`config.mk`:
```
export PLATFORM = sky130hd
export DESIGN_NAME = fmgd_ctrl
export DESIGN_NICKNAME = d
export VERILOG_FILES = /design/src/core/fmgd_pkg.sv /design/src/core/fmgd_post_filter.sv /design/src/core/fmgd_ctrl.sv
export SDC_FILE = /design/constraint.sdc
export NUM_CORES = 2
export LEC_CHECK = 0
export ABC_AREA = 0
export BUFFER_PORTS_ARGS = -buffer_cell sky130_fd_sc_hd__buf_2
export CORE_MARGIN = 3
export CORE_UTILIZATION = 35
export CTS_CLUSTER_SIZE = 24
export DETAILED_ROUTE_END_ITERATION = 8
export SLEW_MARGIN = 10
export SYNTH_ARGS = -nofsm -noshare
export SYNTH_HDL_FRONTEND = slang
export SYNTH_SLANG_ARGS = --single-unit
```
`constraint.sdc`:
```
create_clock -name clk_sys -period 18.1 [get_ports clk_sys]
set_input_delay 3.62 -clock clk_sys [delete_from_list [all_inputs] [get_ports clk_sys]]
set_output_delay 3.62 -clock clk_sys [all_outputs]
set_load 0.005 [all_outputs]
```
`src/core/fmgd_pkg.sv`:
```
// Package for the FSK gain and demodulator control block.
// Assumes a 100 MHz system clock standing in for the crystal reference.
package fmgd_pkg;

  // ****************
  // Bus map
  // ****************
  localparam int          NUM_WORDS   = 11;
  localparam logic [7:0]  ADDR_CENTER = 8'h2c;
  localparam logic [7:0]  ADDR_STATUS = 8'h30;
  localparam logic [7:0]  ADDR_LAST_W = 8'h28;

  // ****************
  // Field positions
  // ****************
  localparam int TXRX_BIT     = 27;  // Word 0
  localparam int LPF_BW_LSB   = 22;  // Word 1
  localparam int PA_EN_BIT    = 4;   // Word 2
  localparam int MOD_LSB      = 6;
  localparam int PA_PWR_LSB   = 9;
  localparam int MODNUM_LSB   = 15;
  localparam int PA_BIAS_LSB  = 30;
  localparam int OFS_DIV_LSB  = 4;   // Word 3
  localparam int SEQ_DIV_LSB  = 8;
  localparam int BITCLK_LSB   = 16;
  localparam int DEMOD_LSB    = 4;   // Word 4
  localparam int POST_BW_LSB  = 6;
  localparam int CORR_BW_LSB  = 4;   // Word 6
  localparam int NOISE_BIT    = 15;
  localparam int MIXER_BIT    = 18;
  localparam int CAL_GO_BIT   = 19;
  localparam int LPF_DIV_LSB  = 20;
  localparam int AGC_LO_LSB   = 4;   // Word 9
  localparam int AGC_HI_LSB   = 11;
  localparam int AUTO_A_BIT   = 18;
  localparam int AUTO_B_BIT   = 19;
  localparam int AMP_G_LSB    = 20;
  localparam int FILT_G_LSB   = 22;
  localparam int AGC_WAIT_LSB = 0;   // Word 10

  // ****************
  // Reset values and codes
  // ****************
  localparam logic [31:0] W9_RESET  = 32'h0002_31e0; // Thresholds 70 / 30
  localparam logic [31:0] W10_RESET = 32'h0000_000a; // Gain wait count 10
  localparam logic [31:0] W_ZERO    = 32'h0000_0000;
  localparam logic [2:0]  MOD_FSK   = 3'h0;
  localparam logic [1:0]  DEMOD_LIN = 2'h0;
  localparam logic [1:0]  DEMOD_COR = 2'h1;
  localparam logic [1:0]  OFS_DIV4  = 2'h0;
  localparam logic [1:0]  OFS_DIV8  = 2'h1;
  localparam logic [4:0]  HALF4     = 5'h02;
  localparam logic [4:0]  HALF8     = 5'h04;
  localparam logic [4:0]  HALF16    = 5'h08;
  localparam logic [2:0]  GAIN_MAX  = 3'h5;   // Six gain steps, 0 = highest
  localparam logic [4:0]  PHASE_MID = 5'h10;  // Sample point of 32 phases

  // ****************
  // Timing
  // ****************
  localparam int CLK_MHZ     = 100;
  localparam int CAL_TIME_US = 200;
  localparam int CAL_CYCLES  = CAL_TIME_US * CLK_MHZ;

  // ****************
  // Types
  // ****************
  typedef enum logic {CAL_IDLE, CAL_RUN} fmgd_cal_type;

  typedef struct packed {
    logic       lna_short;
    logic       amp_noise_mode_bit;
    logic       mixer_linear;
    logic [1:0] front_amp_gain_field;
    logic [1:0] filter_gain;
    logic [1:0] lpf_bw;
  } fmgd_front_type;

  typedef struct packed {
    logic       pa_enable;
    logic [5:0] pa_power;
    logic [1:0] pa_bias;
    logic [2:0] mod_scheme;
    logic [22:0] synth_div;
  } fmgd_tx_type;

endpackage : fmgd_pkg

```
`src/core/fmgd_post_filter.sv`:
```
// Second-order post-detection low-pass filter, two first-order stages.
// Assumes samples arrive as one-cycle strobes on the system clock.
`timescale 1ns/1ps
module fmgd_post_filter
  import fmgd_pkg::*;
(
  input  wire logic               clk_sys,
  input  wire logic               rst,
  input  wire logic               in_valid,
  input  wire logic signed [11:0] in_sample,
  input  wire logic        [9:0]  bw,
  output logic                    out_valid,
  output logic signed [11:0]      out_sample
);

  logic signed [21:0] s1_reg;
  logic signed [21:0] s2_reg;
  logic signed [21:0] d1;
  logic signed [21:0] d2;
  logic signed [32:0] p1;
  logic signed [32:0] p2;

  // Coefficient bw/1024 per stage; large bw means a wider filter
  always_comb
  begin
    d1 = {in_sample, 10'h000} - s1_reg;
    d2 = s1_reg - s2_reg;
    p1 = d1 * $signed({1'b0, bw});
    p2 = d2 * $signed({1'b0, bw});
  end

  // Both stages step on the same strobe, so latency is two samples
  always_ff @(posedge clk_sys)
  begin
    if (rst)
    begin
      s1_reg    <= 22'sh000000;
      s2_reg    <= 22'sh000000;
      out_valid <= 1'b0;
    end
    else
    begin
      out_valid <= in_valid;
      if (in_valid)
      begin
        s1_reg <= s1_reg + p1[31:10];
        s2_reg <= s2_reg + p2[31:10];
      end
    end
  end

  assign out_sample = s2_reg[21:10];

endmodule : fmgd_post_filter

```
`src/core/fmgd_ctrl.sv`:
```
// Digital control of an FSK transceiver: APB registers, transmit
// settings, front-end gain control, calibration and bit recovery.
// Assumes the system clock stands in for the crystal and that the
// strength code and discriminator samples are synchronous to it.
//
// Local design decisions: register access over APB and the register addresses.
`timescale 1ns/1ps

// What this block does
// RL1: Output power comes from word 2 bits 14:9, never from data.
// RL2: Word 2 bits 31:30 hold amplifier bias; host keeps default.
// RL3: Clearing word 2 bit 4 turns the output stage off.
// RL4: FSK holds divider at centre and shifts it by each data bit.
// RL5: Deviation is comparison rate times 9-bit number over 2^14.
// RL6: Word 2 bits 8:6 select the modulation scheme.
// RL7: Word 0 bit 27 low selects transmit and shorts the amp input.
// RL8: Word 6 bit 15 sets amp noise mode, bit 18 mixer linearity.
// RL9: Amp gain is word 9 bits 21:20 or the gain loop's choice.
// RL10: Word 1 bits 23:22 set channel filter width 300/450/600 kHz.
// RL11: After a divider write, setting word 6 bit 19 runs calibration.
// RL12: Host leaves the block alone for 200 us of calibration.
// RL13: Seven-bit strength code feeds readback and the gain loop.
// RL14: Offset clock is the reference over 4, 8 or 16.
// RL15: Word 9 bits 18 and 19 enable the gain loop with thresholds.
// RL16: Thresholds reset to 30 and 70; host may set 15 and 79.
// RL17: Gain steps wait count times sequencer divider clock periods.
// RL18: Host turns code and gain readback into dBm itself.
// RL19: Word 4 bits 5:4 at 01 select the correlator.
// RL20: Discriminator output passes a second-order low-pass filter.
// RL21: Correlator bits are sliced at a threshold of zero.
// RL22: A 32-phase loop resamples bits with about 2 percent slack.
// RL23: Word 6 bits 13:4 give the correlator bandwidth.
// RL24: Word 4 bits 5:4 at 00 select the linear demodulator.
// RL25: Gain loop steps down above high, up below low threshold.
module fmgd_ctrl
  import fmgd_pkg::*;
#(
  parameter int CAL_CYCLES_P = CAL_CYCLES
)
(
  input  wire logic               clk_sys,
  input  wire logic               rst,
  // APB slave
  input  wire logic               psel,
  input  wire logic               penable,
  input  wire logic               pwrite,
  input  wire logic [7:0]         paddr,
  input  wire logic [31:0]        pwdata,
  output logic                    pready,
  output logic [31:0]             prdata,
  output logic                    pslverr,
  // Transmit side
  input  wire logic               transmit_bit_input,
  output fmgd_tx_type             tx_ctrl,
  // Receive front end
  input  wire logic [6:0]         strength_code,
  output fmgd_front_type          front_ctrl,
  output logic                    offset_clock,
  output logic [8:0]              lpf_divider,
  output logic                    cal_busy,
  // Demodulator
  input  wire logic               corr_valid,
  input  wire logic signed [11:0] corr_sample,
  input  wire logic               lin_valid,
  input  wire logic signed [11:0] lin_sample,
  output logic [9:0]              correlator_bandwidth,
  output logic                    rx_bit,
  output logic                    rx_bit_valid
);

  // ****************
  // Register file
  // ****************
  logic [31:0]  cfg_reg [NUM_WORDS];
  logic [22:0]  center_reg;
  logic         access;
  logic         wr_take;
  logic         mapped;
  logic [7:0]   word_idx;

  // Registered pready; writes land at the edge that samples it high
  assign access   = psel & penable & ~pready;
  assign wr_take  = psel & penable & pready & pwrite;
  assign word_idx = {2'h0, paddr[7:2]};
  assign mapped   = (paddr[1:0] == 2'h0) &&
                    ((paddr <= ADDR_LAST_W) || (paddr == ADDR_CENTER) ||
                     (paddr == ADDR_STATUS));

  // One write process per configuration word
  genvar gi;
  generate
    for (gi = 0; gi < NUM_WORDS; gi++)
    begin : g_word
      localparam logic [31:0] RV = (gi == 9)  ? W9_RESET :
                                   (gi == 10) ? W10_RESET : W_ZERO;
      always_ff @(posedge clk_sys)
      begin
        if (rst)
          cfg_reg[gi] <= RV;                         // [RL16]
        else if (wr_take && mapped && word_idx == 8'(gi))
          cfg_reg[gi] <= pwdata;
      end
    end
  endgenerate

  // Centre divider value, integer and 15-bit fraction
  always_ff @(posedge clk_sys)
  begin
    if (rst)
      center_reg <= 23'h000000;
    else if (wr_take && paddr == ADDR_CENTER)
      center_reg <= pwdata[22:0];
  end

  // ****************
  // Field decode
  // ****************
  logic       rx_mode;
  logic [1:0] ofs_sel;
  logic [7:0] seq_div;
  logic [9:0] bitclk_div;
  logic [1:0] demod_sel;
  logic [9:0] post_bw;
  logic [6:0] thr_lo;
  logic [6:0] thr_hi;
  logic       agc_on;
  logic [7:0] wait_cnt;
  logic [8:0] mod_num;

  assign rx_mode    = cfg_reg[0][TXRX_BIT];
  assign ofs_sel    = cfg_reg[3][OFS_DIV_LSB +: 2];
  assign seq_div    = cfg_reg[3][SEQ_DIV_LSB +: 8];
  assign bitclk_div = cfg_reg[3][BITCLK_LSB +: 10];
  assign demod_sel  = cfg_reg[4][DEMOD_LSB +: 2];
  assign post_bw    = cfg_reg[4][POST_BW_LSB +: 10];
  assign thr_lo     = cfg_reg[9][AGC_LO_LSB +: 7];
  assign thr_hi     = cfg_reg[9][AGC_HI_LSB +: 7];
  assign agc_on     = cfg_reg[9][AUTO_A_BIT] & cfg_reg[9][AUTO_B_BIT];
  assign wait_cnt   = cfg_reg[10][AGC_WAIT_LSB +: 8];
  assign mod_num    = cfg_reg[2][MODNUM_LSB +: 9];

  // ****************
  // Transmit settings
  // ****************
  // A 2^-14 step is two steps of the 2^-15 fraction, hence the shift
  logic [22:0] dev_step;
  assign dev_step = {13'h0000, mod_num, 1'b0};       // [RL5]

  always_ff @(posedge clk_sys)
  begin
    if (rst)
      tx_ctrl <= '0;
    else
    begin
      tx_ctrl.pa_enable  <= cfg_reg[2][PA_EN_BIT];   // [RL3]
      tx_ctrl.pa_power   <= cfg_reg[2][PA_PWR_LSB +: 6]; // [RL1]
      tx_ctrl.pa_bias    <= cfg_reg[2][PA_BIAS_LSB +: 2]; // [RL2]
      tx_ctrl.mod_scheme <= cfg_reg[2][MOD_LSB +: 3]; // [RL6]
      // Data bit moves only the divider, never the power setting
      if (!rx_mode && cfg_reg[2][MOD_LSB +: 3] == MOD_FSK)
        tx_ctrl.synth_div <= transmit_bit_input ?
                             center_reg + dev_step :
                             center_reg - dev_step;  // [RL4]
      else
        tx_ctrl.synth_div <= center_reg;
    end
  end

  // ****************
  // Filter calibration
  // ****************
  fmgd_cal_type cal_state_reg;
  logic [31:0]  cal_cnt_reg;
  logic         cal_go;

  assign cal_go = wr_take && mapped && word_idx == 8'h06 && pwdata[CAL_GO_BIT];

  // Runs untouched; a second start while busy is ignored
  always_ff @(posedge clk_sys)
  begin
    if (rst)
    begin
      cal_state_reg <= CAL_IDLE;
      cal_cnt_reg   <= 32'h0000_0000;
    end
    else
    begin
      case (cal_state_reg)
        CAL_IDLE:
          if (cal_go)
          begin
            cal_state_reg <= CAL_RUN;                // [RL11]
            cal_cnt_reg   <= 32'(CAL_CYCLES_P - 1);
          end
        CAL_RUN:
          if (cal_cnt_reg == 32'h0000_0000)
            cal_state_reg <= CAL_IDLE;               // [RL12]
          else
            cal_cnt_reg <= cal_cnt_reg - 32'h0000_0001;
        default:
          cal_state_reg <= CAL_IDLE;
      endcase
    end
  end

  always_ff @(posedge clk_sys)
  begin
    if (rst)
    begin
      cal_busy    <= 1'b0;
      lpf_divider <= 9'h000;
    end
    else
    begin
      cal_busy    <= (cal_state_reg == CAL_RUN) || cal_go;
      lpf_divider <= cfg_reg[6][LPF_DIV_LSB +: 9];
    end
  end

  // ****************
  // Offset correction clock
  // ****************
  logic [4:0] ofs_cnt_reg;
  logic [4:0] ofs_half;

  always_comb
  begin
    case (ofs_sel)
      OFS_DIV4: ofs_half = HALF4;
      OFS_DIV8: ofs_half = HALF8;
      default:  ofs_half = HALF16;
    endcase
  end

  // Toggling at half the divide keeps a 50:50 mark-space
  always_ff @(posedge clk_sys)
  begin
    if (rst)
    begin
      ofs_cnt_reg  <= 5'h01;
      offset_clock <= 1'b0;
    end
    else if (ofs_cnt_reg >= ofs_half)
    begin
      ofs_cnt_reg  <= 5'h01;
      offset_clock <= ~offset_clock;                 // [RL14]
    end
    else
      ofs_cnt_reg <= ofs_cnt_reg + 5'h01;
  end

  // ****************
  // Gain control loop
  // ****************
  logic [2:0]  gain_idx_reg;
  logic [15:0] agc_tmr_reg;
  logic [15:0] agc_period;
  logic [1:0]  auto_amp;
  logic [1:0]  auto_filt;

  assign agc_period = wait_cnt * seq_div;            // [RL17]

  // Step table from highest to lowest combined gain
  always_comb
  begin
    case (gain_idx_reg)
      3'h0:    begin auto_amp = 2'h3; auto_filt = 2'h2; end
      3'h1:    begin auto_amp = 2'h2; auto_filt = 2'h2; end
      3'h2:    begin auto_amp = 2'h2; auto_filt = 2'h1; end
      3'h3:    begin auto_amp = 2'h2; auto_filt = 2'h0; end
      3'h4:    begin auto_amp = 2'h1; auto_filt = 2'h0; end
      default: begin auto_amp = 2'h0; auto_filt = 2'h0; end
    endcase
  end

  // Decides only when the wait expires, so the loop settles between
  always_ff @(posedge clk_sys)
  begin
    if (rst || !agc_on)
    begin
      gain_idx_reg <= 3'h0;
      agc_tmr_reg  <= 16'h0000;
    end
    else if (agc_tmr_reg + 16'h0001 < agc_period)
      agc_tmr_reg <= agc_tmr_reg + 16'h0001;
    else
    begin
      agc_tmr_reg <= 16'h0000;
      if (strength_code > thr_hi && gain_idx_reg < GAIN_MAX)
        gain_idx_reg <= gain_idx_reg + 3'h1;         // [RL25]
      else if (strength_code < thr_lo && gain_idx_reg != 3'h0)
        gain_idx_reg <= gain_idx_reg - 3'h1;         // [RL15]
    end
  end

  // ****************
  // Front-end controls
  // ****************
  always_ff @(posedge clk_sys)
  begin
    if (rst)
      front_ctrl <= '0;
    else
    begin
      front_ctrl.lna_short          <= ~rx_mode;     // [RL7]
      front_ctrl.amp_noise_mode_bit <= cfg_reg[6][NOISE_BIT]; // [RL8]
      front_ctrl.mixer_linear       <= cfg_reg[6][MIXER_BIT]; // [RL8]
      front_ctrl.lpf_bw             <= cfg_reg[1][LPF_BW_LSB +: 2];
      front_ctrl.front_amp_gain_field <= agc_on ? auto_amp :
                             cfg_reg[9][AMP_G_LSB +: 2]; // [RL9]
      front_ctrl.filter_gain <= agc_on ? auto_filt :
                             cfg_reg[9][FILT_G_LSB +: 2];
    end
  end
  // Width code reaches the analog filter unchanged [RL10]

  always_ff @(posedge clk_sys)
  begin
    if (rst)
      correlator_bandwidth <= 10'h000;
    else
      correlator_bandwidth <= cfg_reg[6][CORR_BW_LSB +: 10]; // [RL23]
  end

  // ****************
  // Demodulator path
  // ****************
  logic               dm_valid;
  logic signed [11:0] dm_sample;
  logic               pf_valid;
  logic signed [11:0] pf_sample;
  logic               sliced;

  // Correlator on 01, linear on 00; other codes leave the path idle
  always_comb
  begin
    dm_valid  = 1'b0;
    dm_sample = corr_sample;
    if (demod_sel == DEMOD_COR)
      dm_valid = corr_valid;                         // [RL19]
    else if (demod_sel == DEMOD_LIN)
    begin
      dm_valid  = lin_valid;                         // [RL24]
      dm_sample = lin_sample;
    end
  end

  fmgd_post_filter u_post (
    .clk_sys    (clk_sys),
    .rst        (rst),
    .in_valid   (dm_valid),
    .in_sample  (dm_sample),
    .bw         (post_bw),                           // [RL20]
    .out_valid  (pf_valid),
    .out_sample (pf_sample)
  );

  // Centred levels let a fixed zero threshold ignore run length
  assign sliced = ~pf_sample[11];                    // [RL21]

  // ****************
  // Bit recovery loop
  // ****************
  logic [9:0] os_cnt_reg;
  logic       os_tick;
  logic [4:0] phase_reg;
  logic       last_bit_reg;
  logic       cur_bit_reg;

  assign os_tick = (os_cnt_reg >= bitclk_div);

  // Oversample tick at the bit recovery clock, 32 per bit
  always_ff @(posedge clk_sys)
  begin
    if (rst || os_tick)
      os_cnt_reg <= 10'h000;
    else
      os_cnt_reg <= os_cnt_reg + 10'h001;
  end

  always_ff @(posedge clk_sys)
  begin
    if (rst)
      cur_bit_reg <= 1'b0;
    else if (pf_valid)
      cur_bit_reg <= sliced;
  end

  // An edge seen late holds the phase, early jumps two: 1/32 per edge
  always_ff @(posedge clk_sys)
  begin
    if (rst)
    begin
      phase_reg    <= 5'h00;
      last_bit_reg <= 1'b0;
    end
    else if (os_tick)
    begin
      last_bit_reg <= cur_bit_reg;
      if (cur_bit_reg != last_bit_reg && phase_reg != 5'h00)
        phase_reg <= (phase_reg < PHASE_MID) ? phase_reg :
                     phase_reg + 5'h02;              // [RL22]
      else
        phase_reg <= phase_reg + 5'h01;
    end
  end

  always_ff @(posedge clk_sys)
  begin
    if (rst)
    begin
      rx_bit       <= 1'b0;
      rx_bit_valid <= 1'b0;
    end
    else
    begin
      rx_bit_valid <= os_tick && phase_reg == PHASE_MID;
      if (os_tick && phase_reg == PHASE_MID)
        rx_bit <= cur_bit_reg;
    end
  end

  // ****************
  // Bus answer
  // ****************
  logic [31:0] rd_mux;

  // Status shows gain codes beside the live strength code
  always_comb
  begin
    rd_mux = 32'h0000_0000;
    if (paddr == ADDR_STATUS)
      rd_mux = {20'h00000, cal_busy, front_ctrl.front_amp_gain_field,
                front_ctrl.filter_gain, strength_code}; // [RL13]
    else if (paddr == ADDR_CENTER)
      rd_mux = {9'h000, center_reg};
    else if (mapped)
      rd_mux = cfg_reg[word_idx[3:0]];
  end
  // Host forms dBm from status fields [RL18]

  always_ff @(posedge clk_sys)
  begin
    if (rst)
    begin
      pready  <= 1'b0;
      prdata  <= 32'h0000_0000;
      pslverr <= 1'b0;
    end
    else
    begin
      pready  <= access;
      pslverr <= access & ~mapped;
      if (access && !pwrite)
        prdata <= rd_mux;
    end
  end

endmodule : fmgd_ctrl

```
==> results.json <==
{
  "cp_common_cell": "fa_1",
  "crit_path_end_kind": "flop",
  "crit_arrival_ns": 12.90,
  "clk_pin_slew_ns": 0.06,
  "grt_pass1_wl_mm": 210,
  "nets": 5705,
  "drtPass1Iterations": 5,
  "grt-ovfl-total": 0,
  "synth-main-ff-cell": "edfxtp_1",
  "syn_avg_cell_area_um2": 9.86,
  "grtUsageTotal_pct": 19.3,
  "crit_path_max_incr_delay_ns": 0.70,
  "cts_tree": "built",
  "crit_required_ns": 18.68,
  "final_cells": 6721,
  "synth-async-reset-ratio_pct": 0,
  "synth_edf_count": 352,
  "synth_cell_types": 81,
  "die_area_um2": 140000,
  "dp.final_hpwl_mm": 98.5,
  "syn-cell-area_um2": 47300,
  "rows": 134,
  "setup_viol": 0,
  "place.gp.congestion": 0.830,
  "slew_viol_final": 0,
  "n_fill_cell": 13200,
  "vias": 34300,
  "stdcell_area_um2": 52700,
  "synthCells": 4794,
  "cts_hold_buf": 0,
  "io_pins": 180,
  "area_growth_pct": 11.4,
  "fp.dieH_um": 374,
  "relSlewSlack_pct": 24.6,
  "die_w_um": 374,
  "antenna_left": 0,
  "fmax_mhz": 81.2,
  "highest_layer": "met5",
  "grt_pass1_vias": 35100,
  "grt_setup_unrepaired": "false",
  "coreArea_um2": 134000,
  "antenna_found_initial": 25,
  "maxCapViolCount": 0,
  "worst_pin_slew_ns": 1.13,
  "cts_inserted_buffers": 71,
  "numPortBuffers": 179,
  "worstSetupPathType": "in -> reg",
  "numClockSinks": 595,
  "final_util_pct": 39.4,
  "worstSetupStartpointType": "input pin",
  "start_util_pct": 35.3,
  "route.met2.wl_mm": 61.9,
  "seq_area_frac_synth_pct": 32.6,
  "clock-root-buffer": "clkbuf_16",
  "placed_cell_area_um2": 50300,
  "regArea_um2": 15400,
  "post_cts_buffers": 0,
  "cpMaxStageDelayCell": "xnor2_1",
  "placed_cells": 6580,
  "drt-met1-wl_mm": 59.6,
  "finalCritPeriodShare_pct": 68.1,
  "htreeDepth": 3,
  "wl_mm": 134,
  "multiInputGateArea_um2": 29100,
  "setup-tns-final_ns": 0,
  "grt_max_degree": 73,
  "syn_nets": 5614,
  "finalHoldViolCount": 0,
  "viasPerCell": 5.10,
  "dr.first_iter.drc_count": 2383,
  "drive_gt1_share_pct": 9.85,
  "fin_skew_ns": 0.0269,
  "ys_seq_elements": 595,
  "largest_reg_flops": 352,
  "fin_crit_ns": 12.32,
  "cts_resized": 0,
  "status": "finished clean",
  "yosys_warnings": 0,
  "worstSkewPairLatency_ns": 0.66,
  "clk_path_buf_depth": 3,
  "hp-class": "reg -> reg",
  "wl_met3_mm": 10.3,
  "drc_errors": 0,
  "wl_per_cell_um": 20.0,
  "crit_fanout": 13
}
cell usage after synthesis, types with 15 or more instances:
cell type / instances / area, µm²
inv_1: 575 / 2160
mux2i_1: 59 / 591
or3_1: 32 / 200
mux4_2: 64 / 1440
nor2_1: 204 / 766
a211oi_1: 30 / 225
nand3_1: 45 / 225
nor2b_1: 73 / 457
o211ai_1: 28 / 210
nor3_1: 69 / 345
nand2b_1: 44 / 275
o21bai_1: 18 / 135
a21o_1: 41 / 308
buf_1: 18 / 67.6
fa_1: 418 / 8370
o21ai_0: 125 / 626
xnor2_1: 139 / 1220
ha_1: 323 / 4040
clkbuf_1: 214 / 803
nor4_1: 24 / 150
and2_1: 562 / 3520
o21a_1: 24 / 180
xor2_1: 64 / 561
a22oi_1: 21 / 158
edfxtp_1: 352 / 10600
a22o_1: 15 / 131
a21oi_1: 205 / 1030
dfxtp_1: 243 / 4860
and3_1: 31 / 194
nand2_1: 579 / 2170
critical path: cells and delay by family:
| family | cells | cell delay, ns |
|---|---|---|
| simple gates | 7 | 1.33 |
| buf+inv | 4 | 0.31 |
| mux | 1 | 0.25 |
| compound gates | 13 | 2.60 |
| fa+ha+maj | 8 | 3.62 |
| xor+xnor | 4 | 1.16 |
layout by cell type (no fill, tap or decap), types with 11 or more instances in the layout:
master and count:
a211oi_1 30, a21o_1 41, a21oi_1 205, a221oi_1 13, a22o_1 15, a22oi_1 21
and2_1 562, and3_1 31, buf_2 176, buf_4 74, clkbuf_1 19, clkbuf_16 73
clkinv_2 12, dfxtp_1 243, edfxtp_1 352, fa_1 418, ha_1 323, inv_1 575
mux2_2 13, mux2i_1 59, mux4_2 64, nand2_1 579, nand2b_1 44, nand3_1 45
nand4_1 11, nor2_1 199, nor2b_1 73, nor3_1 59, nor4_1 21, o211ai_1 28
o21a_1 24, o21ai_0 117, o21ai_1 12, o21bai_1 18, or3_1 32, xnor2_1 139
xor2_1 64
path summary, 6_finish.rpt:
path	slack [ns]	cells after the start	end	from
setup / recovery	5.78	37	u_post.s1_reg[21]	lin_sample[0]
hold reg to reg	0.42	1	ofs_cnt_reg[0]	ofs_cnt_reg[0]
setup reg to reg	7.19	42	u_post.s2_reg[21]	u_post.s1_reg[0]
hold / removal	0.42	1	ofs_cnt_reg[0]	ofs_cnt_reg[0]
layer usage:
metal / vias up / track usage, %
li1: 16000 / -
met1: 17100 / 26.2
met2: 976 / 31.4
met3: 159 / 4.31
met4: 16 / 4.00
met5: - / 0
cell families (layout without fill, tap and decap cells):
family          Yosys count  in the layout  synth area share, %
xor+xnor                203            203                 3.76
compound gates          600            600                 7.97
simple gates           1708           1708                 18.3
mux                     136            136                 4.61
buf+inv                 810            960                 6.43
fa+ha+maj               742            742                 26.3
flops                   595            595                 32.6
other cells               0              9                    0
cell type report:
cell class	instances	share of cell area (%)
diodes	9	0.0427
clock buffers	99	3.79
clock inverters	33	0.651
inverters	576	4.10
multi-input cells	3389	55.1
flip-flops and latches	595	29.3
well taps	1768	4.20
repair buffers	252	2.77
through the flow:
stage,hold slack (ns),setup slack [ns]
floorplan,0.385,6.41
global placement,0.402,5.33
detailed placement,0.408,5.14
CTS,0.422,5.80
global route,0.435,4.87
finish,0.418,5.78
Power is not shown: default switching activity piles up to over one toggle a cycle in this logic, so the estimate is an artifact.
